[src/design/status_defines.svh]
/*
 Bit positions, masks, reset values and error-code bounds of the status block.
 Assumes inclusion by bare name from the status design files.
*/
`ifndef STATUS_DEFINES_SVH
`define STATUS_DEFINES_SVH

// Standard event latch bit positions
`define EVT_OPC_BIT 0
`define EVT_QUERY_BIT 2
`define EVT_DEVICE_BIT 3
`define EVT_EXEC_BIT 4
`define EVT_CMD_BIT 5
`define EVT_USER_BIT 6
`define EVT_POWER_BIT 7
`define EVT_USED_MASK 8'hFD
`define EVT_RESET_VALUE 8'h80
`define EVT_MASK_RESET 8'h00

// Operation condition bit positions
`define OPER_CAL_BIT 0
`define OPER_TEST_BIT 1
`define OPER_SETUP_BIT 2
`define OPER_TRIG_BIT 3
`define OPER_USED_MASK 16'h000F

// Questionable condition bit positions
`define QUES_OVERLOAD_BIT 3
`define QUES_TEMP_BIT 4
`define QUES_CLIP_BIT 5
`define QUES_NOCAL_BIT 8
`define QUES_LIMIT_BIT 9
`define QUES_MASKTEST_BIT 12
`define QUES_USED_MASK 16'h1338

// Status byte summary positions
`define STB_QUES_BIT 3
`define STB_ESB_BIT 5
`define STB_OPER_BIT 7

// Error-number windows, two's complement; the high bound is the fallback code
`define ERR_CMD_HI 16'hFF9C
`define ERR_CMD_LO 16'hFF39
`define ERR_EXEC_HI 16'hFF38
`define ERR_EXEC_LO 16'hFED5
`define ERR_DEV_HI 16'hFED4
`define ERR_DEV_LO 16'hFE71

`endif

[src/design/status_pkg.sv]
/*
 Types of the status block: command codes, sequencer states, state records.
 Assumes nothing of its surroundings.
*/
`default_nettype none
package status_pkg;
	// Commands issued by the parser
	typedef enum logic [3:0] {
		CMD_NONE,
		CMD_READ_EVENT_LATCH,
		CMD_WRITE_EVENT_MASK,
		CMD_READ_EVENT_MASK,
		CMD_READ_OPER_COND,
		CMD_READ_OPER_EVENT,
		CMD_WRITE_OPER_MASK,
		CMD_READ_OPER_MASK,
		CMD_READ_QUES_COND,
		CMD_READ_QUES_EVENT,
		CMD_WRITE_QUES_MASK,
		CMD_READ_QUES_MASK
	} cmd_t;

	// Operation-complete sequencer
	typedef enum logic {
		OPC_IDLE,
		OPC_WAIT
	} opc_state_t;

	// Main block state
	typedef struct packed {
		logic [7:0] eventLatch;
		logic [7:0] eventMask;
		opc_state_t opcState;
		logic localPrev;
		logic respValid;
		logic [15:0] respData;
		logic [7:0] statusByte;
		logic errPush;
		logic [15:0] errCode;
	} top_state_t;

	// Sixteen-bit condition/event/enable register state
	typedef struct packed {
		logic [15:0] condView;
		logic [15:0] eventView;
		logic [15:0] maskView;
		logic summary;
	} sub_state_t;
endpackage : status_pkg
`default_nettype wire

[src/design/status_sub_if.sv]
/*
 Link between the main status block and one sixteen-bit status register.
 Assumes both ends run on the same clock.
*/
`timescale 1ns/10ps
`default_nettype none
interface status_sub_if;
	logic [15:0] cond;
	logic readEvent;
	logic maskWrite;
	logic [15:0] maskData;
	logic [15:0] condView;
	logic [15:0] eventView;
	logic [15:0] maskView;
	logic summary;

	modport ctrl (
		output cond, readEvent, maskWrite, maskData,
		input condView, eventView, maskView, summary
	);
	modport regs (
		input cond, readEvent, maskWrite, maskData,
		output condView, eventView, maskView, summary
	);
endinterface : status_sub_if
`default_nettype wire

[src/design/status_sub_reg.sv]
/*
 One sixteen-bit status register: condition view, edge-latched event view
 cleared by its read, enable mask and summary bit.
 Assumes the controlling block drives cond from logic on clk.
*/
`timescale 1ns/10ps
`default_nettype none
module status_sub_reg #(
	parameter logic [15:0] USED_MASK = 16'h0000
) (
	// Clock and reset
	input wire logic clk,
	input wire logic sys_rst,
	// Register link
	status_sub_if.regs regPort
);
	status_pkg::sub_state_t stateReg;
	status_pkg::sub_state_t stateNext;
	logic [15:0] riseBits;

	// Rising edges of used condition bits
	assign riseBits = regPort.cond & ~stateReg.condView & USED_MASK;

	// Next state; a new edge wins over the clearing read
	always_comb begin
		stateNext = stateReg;
		stateNext.condView = regPort.cond & USED_MASK;
		stateNext.eventView = ((regPort.readEvent ? 16'h0000 : stateReg.eventView) | riseBits)
			& USED_MASK;
		if (regPort.maskWrite) begin
			stateNext.maskView = regPort.maskData & USED_MASK;
		end
		stateNext.summary = |(stateNext.eventView & stateNext.maskView);
	end

	always_ff @(posedge clk or posedge sys_rst) begin
		if (sys_rst) begin
			stateReg <= '0;
		end else begin
			stateReg <= stateNext;
		end
	end

	assign regPort.condView = stateReg.condView;
	assign regPort.eventView = stateReg.eventView;
	assign regPort.maskView = stateReg.maskView;
	assign regPort.summary = stateReg.summary;
endmodule : status_sub_reg
`default_nettype wire

[src/design/event_and_operation_status_regs.sv]
/*
 Status reporting core: standard event latch with its enable mask, the
 operation and questionable registers, summary bits of the status byte and
 error-queue entries.
 Assumes every input comes from logic on clk (the command parser and the
 acquisition control), so none is synchronised here.
*/
// Operation
// - Enabled event bit rising sets event summary
// - Event mask written and read back unchanged
// - Operation complete set once commands finish
// - Query protocol fault sets event bit 2
// - Device fault sets bit 3, queues error; no entry when an execution or command fault comes in the same cycle
// - Execution fault sets bit 4, queues error; no entry when a command fault comes in the same cycle
// - Command fault sets bit 5, queues error
// - Switch to local control sets bit 6
// - Power-on sets event bit 7
// - Operation register has condition and event views
// - Condition bits 0,1: calibration, self-test running
// - Condition bits 2,3: auto setup, trigger wait
// - Bit 15 reads zero; bits 4-14 unused
// - Questionable bit 3: any channel overload
// - Questionable bit 4: temperature condition
// - Questionable bit 5: converter clipping
// - Questionable bit 8: calibration data missing
// - Questionable bit 9: measurement limit violated
// - Questionable bit 12: mask test violated
// - Event summary sits at status byte bit 5
// - Summaries feed the next higher register
// - Event latch 8 bits, others 16 bits
// - Questionable summary at status byte bit 3
`timescale 1ns/10ps
`default_nettype none
`include "status_defines.svh"
module event_and_operation_status_regs (
	// Clock and reset
	input wire logic clk,
	input wire logic sys_rst,
	// Command port from the parser
	input wire logic reqValid,
	input wire status_pkg::cmd_t reqCmd,
	input wire logic [15:0] reqData,
	output logic respValid,
	output logic [15:0] respData,
	// Standard event sources
	input wire logic opcReceived,
	input wire logic commandsPending,
	input wire logic readWithoutQuery,
	input wire logic unreadDataOverwritten,
	input wire logic deviceFault,
	input wire logic executionFault,
	input wire logic commandFault,
	input wire logic [15:0] faultCode,
	input wire logic localControl,
	// Operation conditions
	input wire logic selfCalRunning,
	input wire logic selfTestRunning,
	input wire logic automaticSetupActive,
	input wire logic awaitingTrigger,
	// Questionable conditions
	input wire logic [3:0] overloadPerChannel,
	input wire logic [1:0] temperatureFlags,
	input wire logic [7:0] clippingPerEdge,
	input wire logic calibrationDataMissing,
	input wire logic [7:0] limitViolations,
	input wire logic maskViolation,
	// Status byte and error queue
	output logic [7:0] statusByte,
	output logic errPush,
	output logic [15:0] errCode
);
	localparam status_pkg::top_state_t TOP_RESET = '{
		eventLatch: `EVT_RESET_VALUE,
		eventMask: `EVT_MASK_RESET,
		opcState: status_pkg::OPC_IDLE,
		localPrev: 1'b0,
		respValid: 1'b0,
		respData: 16'h0000,
		statusByte: 8'h00,
		errPush: 1'b0,
		errCode: 16'h0000
	};

	status_pkg::top_state_t stateReg;
	status_pkg::top_state_t stateNext;
	status_sub_if operIf ();
	status_sub_if quesIf ();
	logic [15:0] operCond;
	logic [15:0] quesCond;
	logic [7:0] evtSet;
	logic opcDone;
	logic readLatch;
	logic channelOverloadSummary;
	logic converterClippingSummary;
	logic [7:0] reqLow;

	// True when a code lies inside a signed window
	function automatic logic inRange(input logic [15:0] code, input logic [15:0] lo,
		input logic [15:0] hi);
		return ($signed(code) >= $signed(lo)) && ($signed(code) <= $signed(hi));
	endfunction : inRange

	assign reqLow = reqData[7:0];
	assign readLatch = reqValid && reqCmd == status_pkg::CMD_READ_EVENT_LATCH;

	// Operation conditions; bits 4 to 15 stay zero
	always_comb begin
		operCond = 16'h0000;
		operCond[`OPER_CAL_BIT] = selfCalRunning;
		operCond[`OPER_TEST_BIT] = selfTestRunning;
		operCond[`OPER_SETUP_BIT] = automaticSetupActive;
		operCond[`OPER_TRIG_BIT] = awaitingTrigger;
	end

	// Questionable summaries of the per-channel sources
	assign channelOverloadSummary = |overloadPerChannel;
	assign converterClippingSummary = |clippingPerEdge;

	always_comb begin
		quesCond = 16'h0000;
		quesCond[`QUES_OVERLOAD_BIT] = channelOverloadSummary;
		quesCond[`QUES_TEMP_BIT] = |temperatureFlags;
		quesCond[`QUES_CLIP_BIT] = converterClippingSummary;
		quesCond[`QUES_NOCAL_BIT] = calibrationDataMissing;
		quesCond[`QUES_LIMIT_BIT] = |limitViolations;
		quesCond[`QUES_MASKTEST_BIT] = maskViolation;
	end

	// Drive the two register links
	assign operIf.cond = operCond;
	assign operIf.readEvent = reqValid && reqCmd == status_pkg::CMD_READ_OPER_EVENT;
	assign operIf.maskWrite = reqValid && reqCmd == status_pkg::CMD_WRITE_OPER_MASK;
	assign operIf.maskData = reqData;
	assign quesIf.cond = quesCond;
	assign quesIf.readEvent = reqValid && reqCmd == status_pkg::CMD_READ_QUES_EVENT;
	assign quesIf.maskWrite = reqValid && reqCmd == status_pkg::CMD_WRITE_QUES_MASK;
	assign quesIf.maskData = reqData;

	status_sub_reg #(
		.USED_MASK(`OPER_USED_MASK)
	) operReg (
		.clk(clk),
		.sys_rst(sys_rst),
		.regPort(operIf)
	);

	status_sub_reg #(
		.USED_MASK(`QUES_USED_MASK)
	) quesReg (
		.clk(clk),
		.sys_rst(sys_rst),
		.regPort(quesIf)
	);

	// Event sources; several may fire in one cycle and all are latched
	always_comb begin
		evtSet = 8'h00;
		evtSet[`EVT_OPC_BIT] = opcDone;
		evtSet[`EVT_QUERY_BIT] = readWithoutQuery || unreadDataOverwritten;
		evtSet[`EVT_DEVICE_BIT] = deviceFault;
		evtSet[`EVT_EXEC_BIT] = executionFault;
		evtSet[`EVT_CMD_BIT] = commandFault;
		evtSet[`EVT_USER_BIT] = localControl && !stateReg.localPrev;
	end

	// Next state of the main block
	always_comb begin
		stateNext = stateReg;
		opcDone = 1'b0;
		stateNext.respValid = 1'b0;
		stateNext.errPush = 1'b0;
		stateNext.localPrev = localControl;

		// Operation complete waits until nothing is pending
		case (stateReg.opcState)
			status_pkg::OPC_IDLE: begin
				if (opcReceived) begin
					if (commandsPending) begin
						stateNext.opcState = status_pkg::OPC_WAIT;
					end else begin
						opcDone = 1'b1;
					end
				end
			end
			status_pkg::OPC_WAIT: begin
				if (!commandsPending) begin
					opcDone = 1'b1;
					stateNext.opcState = status_pkg::OPC_IDLE;
				end
			end
			default: begin
				stateNext.opcState = status_pkg::OPC_IDLE;
			end
		endcase

		// Reading the latch clears it, but a new event in that cycle survives
		stateNext.eventLatch = ((readLatch ? 8'h00 : stateReg.eventLatch) | evtSet)
			& `EVT_USED_MASK;

		// Mask stores all eight bits so it reads back as written
		if (reqValid && reqCmd == status_pkg::CMD_WRITE_EVENT_MASK) begin
			stateNext.eventMask = reqLow;
		end

		// Query answers, one cycle after the request
		if (reqValid) begin
			stateNext.respValid = 1'b1;
			case (reqCmd)
				status_pkg::CMD_READ_EVENT_LATCH: begin
					stateNext.respData = {8'h00, stateReg.eventLatch};
				end
				status_pkg::CMD_READ_EVENT_MASK: begin
					stateNext.respData = {8'h00, stateReg.eventMask};
				end
				status_pkg::CMD_READ_OPER_COND: begin
					stateNext.respData = operIf.condView;
				end
				status_pkg::CMD_READ_OPER_EVENT: begin
					stateNext.respData = operIf.eventView;
				end
				status_pkg::CMD_READ_OPER_MASK: begin
					stateNext.respData = operIf.maskView;
				end
				status_pkg::CMD_READ_QUES_COND: begin
					stateNext.respData = quesIf.condView;
				end
				status_pkg::CMD_READ_QUES_EVENT: begin
					stateNext.respData = quesIf.eventView;
				end
				status_pkg::CMD_READ_QUES_MASK: begin
					stateNext.respData = quesIf.maskView;
				end
				default: begin
					stateNext.respValid = 1'b0; // Writes and idle give no answer
				end
			endcase
		end

		// Only one queue entry per cycle; the grossest fault is reported
		if (commandFault) begin
			stateNext.errPush = 1'b1;
			stateNext.errCode = inRange(faultCode, `ERR_CMD_LO, `ERR_CMD_HI) ?
				faultCode : `ERR_CMD_HI;
		end else if (executionFault) begin
			stateNext.errPush = 1'b1;
			stateNext.errCode = inRange(faultCode, `ERR_EXEC_LO, `ERR_EXEC_HI) ?
				faultCode : `ERR_EXEC_HI;
		end else if (deviceFault) begin
			stateNext.errPush = 1'b1;
			stateNext.errCode = (inRange(faultCode, `ERR_DEV_LO, `ERR_DEV_HI)
				|| $signed(faultCode) > $signed(16'h0000)) ? faultCode : `ERR_DEV_HI;
		end

		// Status byte summaries; other bits belong to logic outside
		stateNext.statusByte = 8'h00;
		stateNext.statusByte[`STB_ESB_BIT] =
			|(stateNext.eventLatch & stateNext.eventMask);
		stateNext.statusByte[`STB_QUES_BIT] = quesIf.summary;
		stateNext.statusByte[`STB_OPER_BIT] = operIf.summary;
	end

	// State register
	always_ff @(posedge clk or posedge sys_rst) begin
		if (sys_rst) begin
			stateReg <= TOP_RESET;
		end else begin
			stateReg <= stateNext;
		end
	end

	// Outputs straight from the state register
	assign respValid = stateReg.respValid;
	assign respData = stateReg.respData;
	assign statusByte = stateReg.statusByte;
	assign errPush = stateReg.errPush;
	assign errCode = stateReg.errCode;
endmodule : event_and_operation_status_regs
`default_nettype wire

[config.mk]
export PLATFORM = sky130hd
export DESIGN_NAME = event_and_operation_status_regs
export DESIGN_NICKNAME = d
export VERILOG_FILES = /design/src/design/status_pkg.sv /design/src/design/status_sub_if.sv /design/src/design/status_sub_reg.sv /design/src/design/event_and_operation_status_regs.sv
export VERILOG_INCLUDE_DIRS = /design/src /design/src/design
export SDC_FILE = /design/constraint.sdc
export NUM_CORES = 1
export LEC_CHECK = 0
export BUFFER_PORTS_ARGS = -buffer_cell sky130_fd_sc_hd__buf_2
export CORE_MARGIN = 2
export CORE_UTILIZATION = 46
export DETAILED_ROUTE_END_ITERATION = 8
export GPL_TIMING_DRIVEN = 0
export HOLD_SLACK_MARGIN = 0.05
export PLACE_DENSITY = 0.75
export SLEW_MARGIN = 20
export SYNTH_ARGS = -nofsm -noshare
export SYNTH_HDL_FRONTEND = slang
export SYNTH_SLANG_ARGS = --single-unit
[constraint.sdc]
create_clock -name clk -period 1.9 [get_ports clk]
set_input_delay 0 -clock clk [delete_from_list [all_inputs] [get_ports clk]]
set_output_delay 0 -clock clk [all_outputs]
set_load 0.01 [all_outputs]
==> key figures <==
Status
  – Status: finished clean

Cells and area
  – Commonest cells after routing, fill and taps aside: buf_2 (96), dfrtp_1 (80), dlygate4sd3_1 (50)
  – Share of layout cells above drive strength 1: 31.8%
  – # fillers: 720
  – Layout net count: between 600 and 700
  – Final std cells w/o fill: between 600 and 700
  – Area delta synth->final: 33.7%
  – Antenna fix cells: 0
  – Layout Utilization: approximately 63%
  – Commonest non-fill, non-tap cell in the layout: buf_2

Floorplan
  – Starting Density: a little under half
  – Area of the die: 0.00969 sq mm
  – CORE AREA: 0.00868 sq mm
  – Die Height: 98.4 um
  – Ports: 117
  – Die width: between 90 and 100 um
  – FP Rows: 34

Synthesis
  – Top_reg_cell synth: dfrtp_1
  – Synth Instances: about 410
  – Async set-reset flop share out of synthesis: 100%
  – Seq/Total Area, Yosys: roughly half
  – Number of synthesized flops with an enable pin: 0
  – Synth Area per Inst: 9.91 sq um
  – Yosys warns: 0
  – Synthesized cell area: 0.00410 sq mm
  – Post-synth cell types: 61
  – Synth Register Bits: 81

STA
  – RSZ-0062 raised after global routing: no
  – Fmax: ~0.54 GHz
  – Min Tclk post-route: ~1900 ps
  – Max_slew headroom: between 40% and 50%
  – Measured slew at the worst slew-check pin: about 810 ps
  – Final setup skew: around 14 ps
  – Fin. Hold Viols: 0
  – Final setup fails: 0
  – Slew Limit Fails: 0
  – Period Utilization, post-route: a little over nine tenths
  – PnR worst setup slack: roughly 33 ps

Place
  – PortBufs: between 90 and 100
  – Placed Instances: around 630
  – Post-DP HPWL: ~7500 um
  – Place WS: -37.5 ps
  – Placer Congestion: between 0.9 and 1

Worst hold path
  – Hold_sp: clippingPerEdge[0]
  – Hold EP: quesReg.regPort.eventView[5]
  – Hold depth: 4
  – Min-Delay Path Class: primary input to flop

Pwr
  – LEAKAGE: around 2.6 nW
  – Power per cell area: 750 mW/mm^2
  – Maximum VDD drop: roughly 320 uV

Clocking
  – Clock Pin Slew Worst Setup and Hold Paths: roughly 80 ps
  – TritonCTS clock tree: yes
  – CTS Root Cell: clkbuf_8
  – CTS buffer count: 9
  – Level count of the clock H-tree: 3
  – Clk sinks: between 80 and 90
  – CTS Buffer Depth: 2
  – Worst skew pair latency: roughly 350 ps

Detailed routing
  – Total wire length: 10500 um
  – Iter 0 DRT Violations: 200
  – Remaining antenna violation count: 0
  – TritonRoute pass-1 iters: 4
  – Residual DRC: 0
  – Via density: about 5.2
  – Routed wire per std cell: ~15 um
  – DR vias: between 3000 and 4000

GRT
  – Initial antenna violation count: 0
  – GRT overflow: 0
  – Most crowded layer after global routing: met2
  – Number of global-route vias before repair: about 3700
  – Grt met2 use: 39.0%
  – First-pass GRT wire length: about 18000 um
  – Met3 Usage GRT: approximately 5.2%
  – Pin count of the biggest net entering global routing: 35
  – Met1 usage: about 28%
  – GRT Resource Usage Total: between 20% and 30%

Worst setup path
  – R2R setup slack: 570 ps
  – WS Path Type: primary input to flop
  – Worst path slowest cell: dlygate4sd3_1
  – Worst Path Max Fanout: 7
  – CP cell instances: dlygate4sd3_1, buf_2, nand3_1, or2_1, o31a_1, or4_4, o21a_4, o22a_1
  – RR Endpoint: stateReg[54]
  – Crit path launch type: primary input
  – Critical Path AT: approximately 2100 ps
  – Reg2reg path depth: 2
  – Crit-path max cell delay: roughly 530 ps
  – Family with the most delay on the worst path: simple AND/OR/NAND/NOR gates
  – Crit. End Element: flop
  – Worst Path Required: between 2000 and 2500 ps
  – Worst r2r src: stateReg[54]
  – Crit path buffers/inverters: 2

Flow run
  – Maxcap violations: 0
## cells by family after synthesis
| family | after synthesis | share of synthesized area, % |
|---|---|---|
| flip-flops | 81 | 49.4 |
| buffers and inverters | 80 | 11.6 |
| other | 1 | 0.0914 |
| AO/OA/AOI/OAI | 108 | 18.3 |
| multiplexers | 25 | 6.68 |
| AND/OR/NAND/NOR | 119 | 13.8 |
## repair_timing
action | in CTS | in global routing
hold endpoints to repair | 136 | 0
setup endpoints to repair | 0 | 13
setup buffers | 0 | 0
resized for setup | 0 | 5
hold buffers | 51 | 0
## synthesized netlist by cell type (3+ instances only)
cell / instances / area [sq um]
or4_1: 4 / 30.0
buf_6: 3 / 33.8
a21o_1: 3 / 22.5
nor2_1: 22 / 82.6
o211ai_1: 5 / 37.5
o2111ai_1: 3 / 26.3
nand4_1: 3 / 18.8
a22o_1: 5 / 43.8
and2_1: 3 / 18.8
dfrtp_1: 80 / 2000
a22oi_1: 7 / 52.6
o22a_1: 8 / 70.1
nor3_1: 6 / 30.0
clkbuf_1: 7 / 26.3
a21oi_1: 8 / 40.0
a32oi_1: 5 / 43.8
nand3_1: 14 / 70.1
o21ai_1: 15 / 75.1
mux2i_1: 6 / 60.1
mux2_1: 4 / 45.0
buf_4: 40 / 300
nor4_1: 4 / 25.0
inv_1: 23 / 86.3
nand2_1: 49 / 184
mux2_2: 15 / 169
o21ai_0: 24 / 120
o31ai_1: 3 / 22.5
buf_2: 4 / 20.0
## where the power goes
| part | switching, mW | total (mW) | leakage (nW) | internal, mW |
|---|---|---|---|---|
| clock | 0.619 | 1.13 | 0.0891 | 0.506 |
| combinational | 0.460 | 0.950 | 1.58 | 0.490 |
| sequential | 0.103 | 2.04 | 0.902 | 1.93 |
## worst max path at each step
stage,startpoint,endpoint,slack (ps),cells past startpoint
after CTS,faultCode[0],errCode[12],10,8
after global routing,faultCode[11],errCode[12],2,8
after global placement,reqCmd[2],operReg.regPort.summary,20,7
final,faultCode[11],errCode[12],30,8
after detailed placement,reqCmd[2],operReg.regPort.summary,-40,7
after floorplan,faultCode[3],errCode[10],290,6
## routing by layer
metal / share of wire [%] / routed length [um] / vias up
li1: - / - / 1754
met5: 0 / 0 / -
met1: 41 / 4310 / 1709
met3: 6.6 / 686 / 15
met4: 1.4 / 143 / 0
met2: 51 / 5330 / 131
## worst reg2reg max path: cells and delay by family, from the launching register on
kind	cells	cell delay, ps
flip-flops	1	420
buffers and inverters	1	540
AO/OA/AOI/OAI	1	260
## flip-flops by register name, indices dropped and copies added, names as in the netlist
register                   cells
operReg.regPort.condView       4
quesReg.regPort.eventView      6
respData                      11
quesReg.regPort.summary        1
operReg.regPort.maskView       4
respValid                      1
stateReg                      17
operReg.regPort.summary        1
errPush                        1
quesReg.regPort.condView       6
statusByte                     3
errCode                       16
quesReg.regPort.maskView       6
operReg.regPort.eventView      4
## per-stage QoR
step | total power [mW] | TNS [ps] | area (sq um) | hold WS [ps]
2_1_floorplan | 2.63 | 0 | 4140 | 31.4
3_3_place_gp | 2.89 | 0 | 4740 | 122
3_5_place_dp | 2.93 | -37.5 | 4780 | 61.0
4_1_cts | 4.13 | 0 | 5460 | 52.4
5_1_grt | 4.35 | 0 | 5480 | 68.7
6_report | 4.11 | 0 | 5480 | 68.2
## cell type report
class | instances | area [sq um] | share of cell area, %
sequential | 81 | 2030 | 37.0
buffer | 54 | 380 | 6.94
inverter | 26 | 101 | 1.85
clock inverter | 5 | 31.3 | 0.570
clock buffer | 11 | 141 | 2.58
timing repair buffer | 145 | 1010 | 18.5
multi-input combinational | 262 | 1650 | 30.1
tap | 108 | 135 | 2.46
Power figures use the tool's default switching activity.
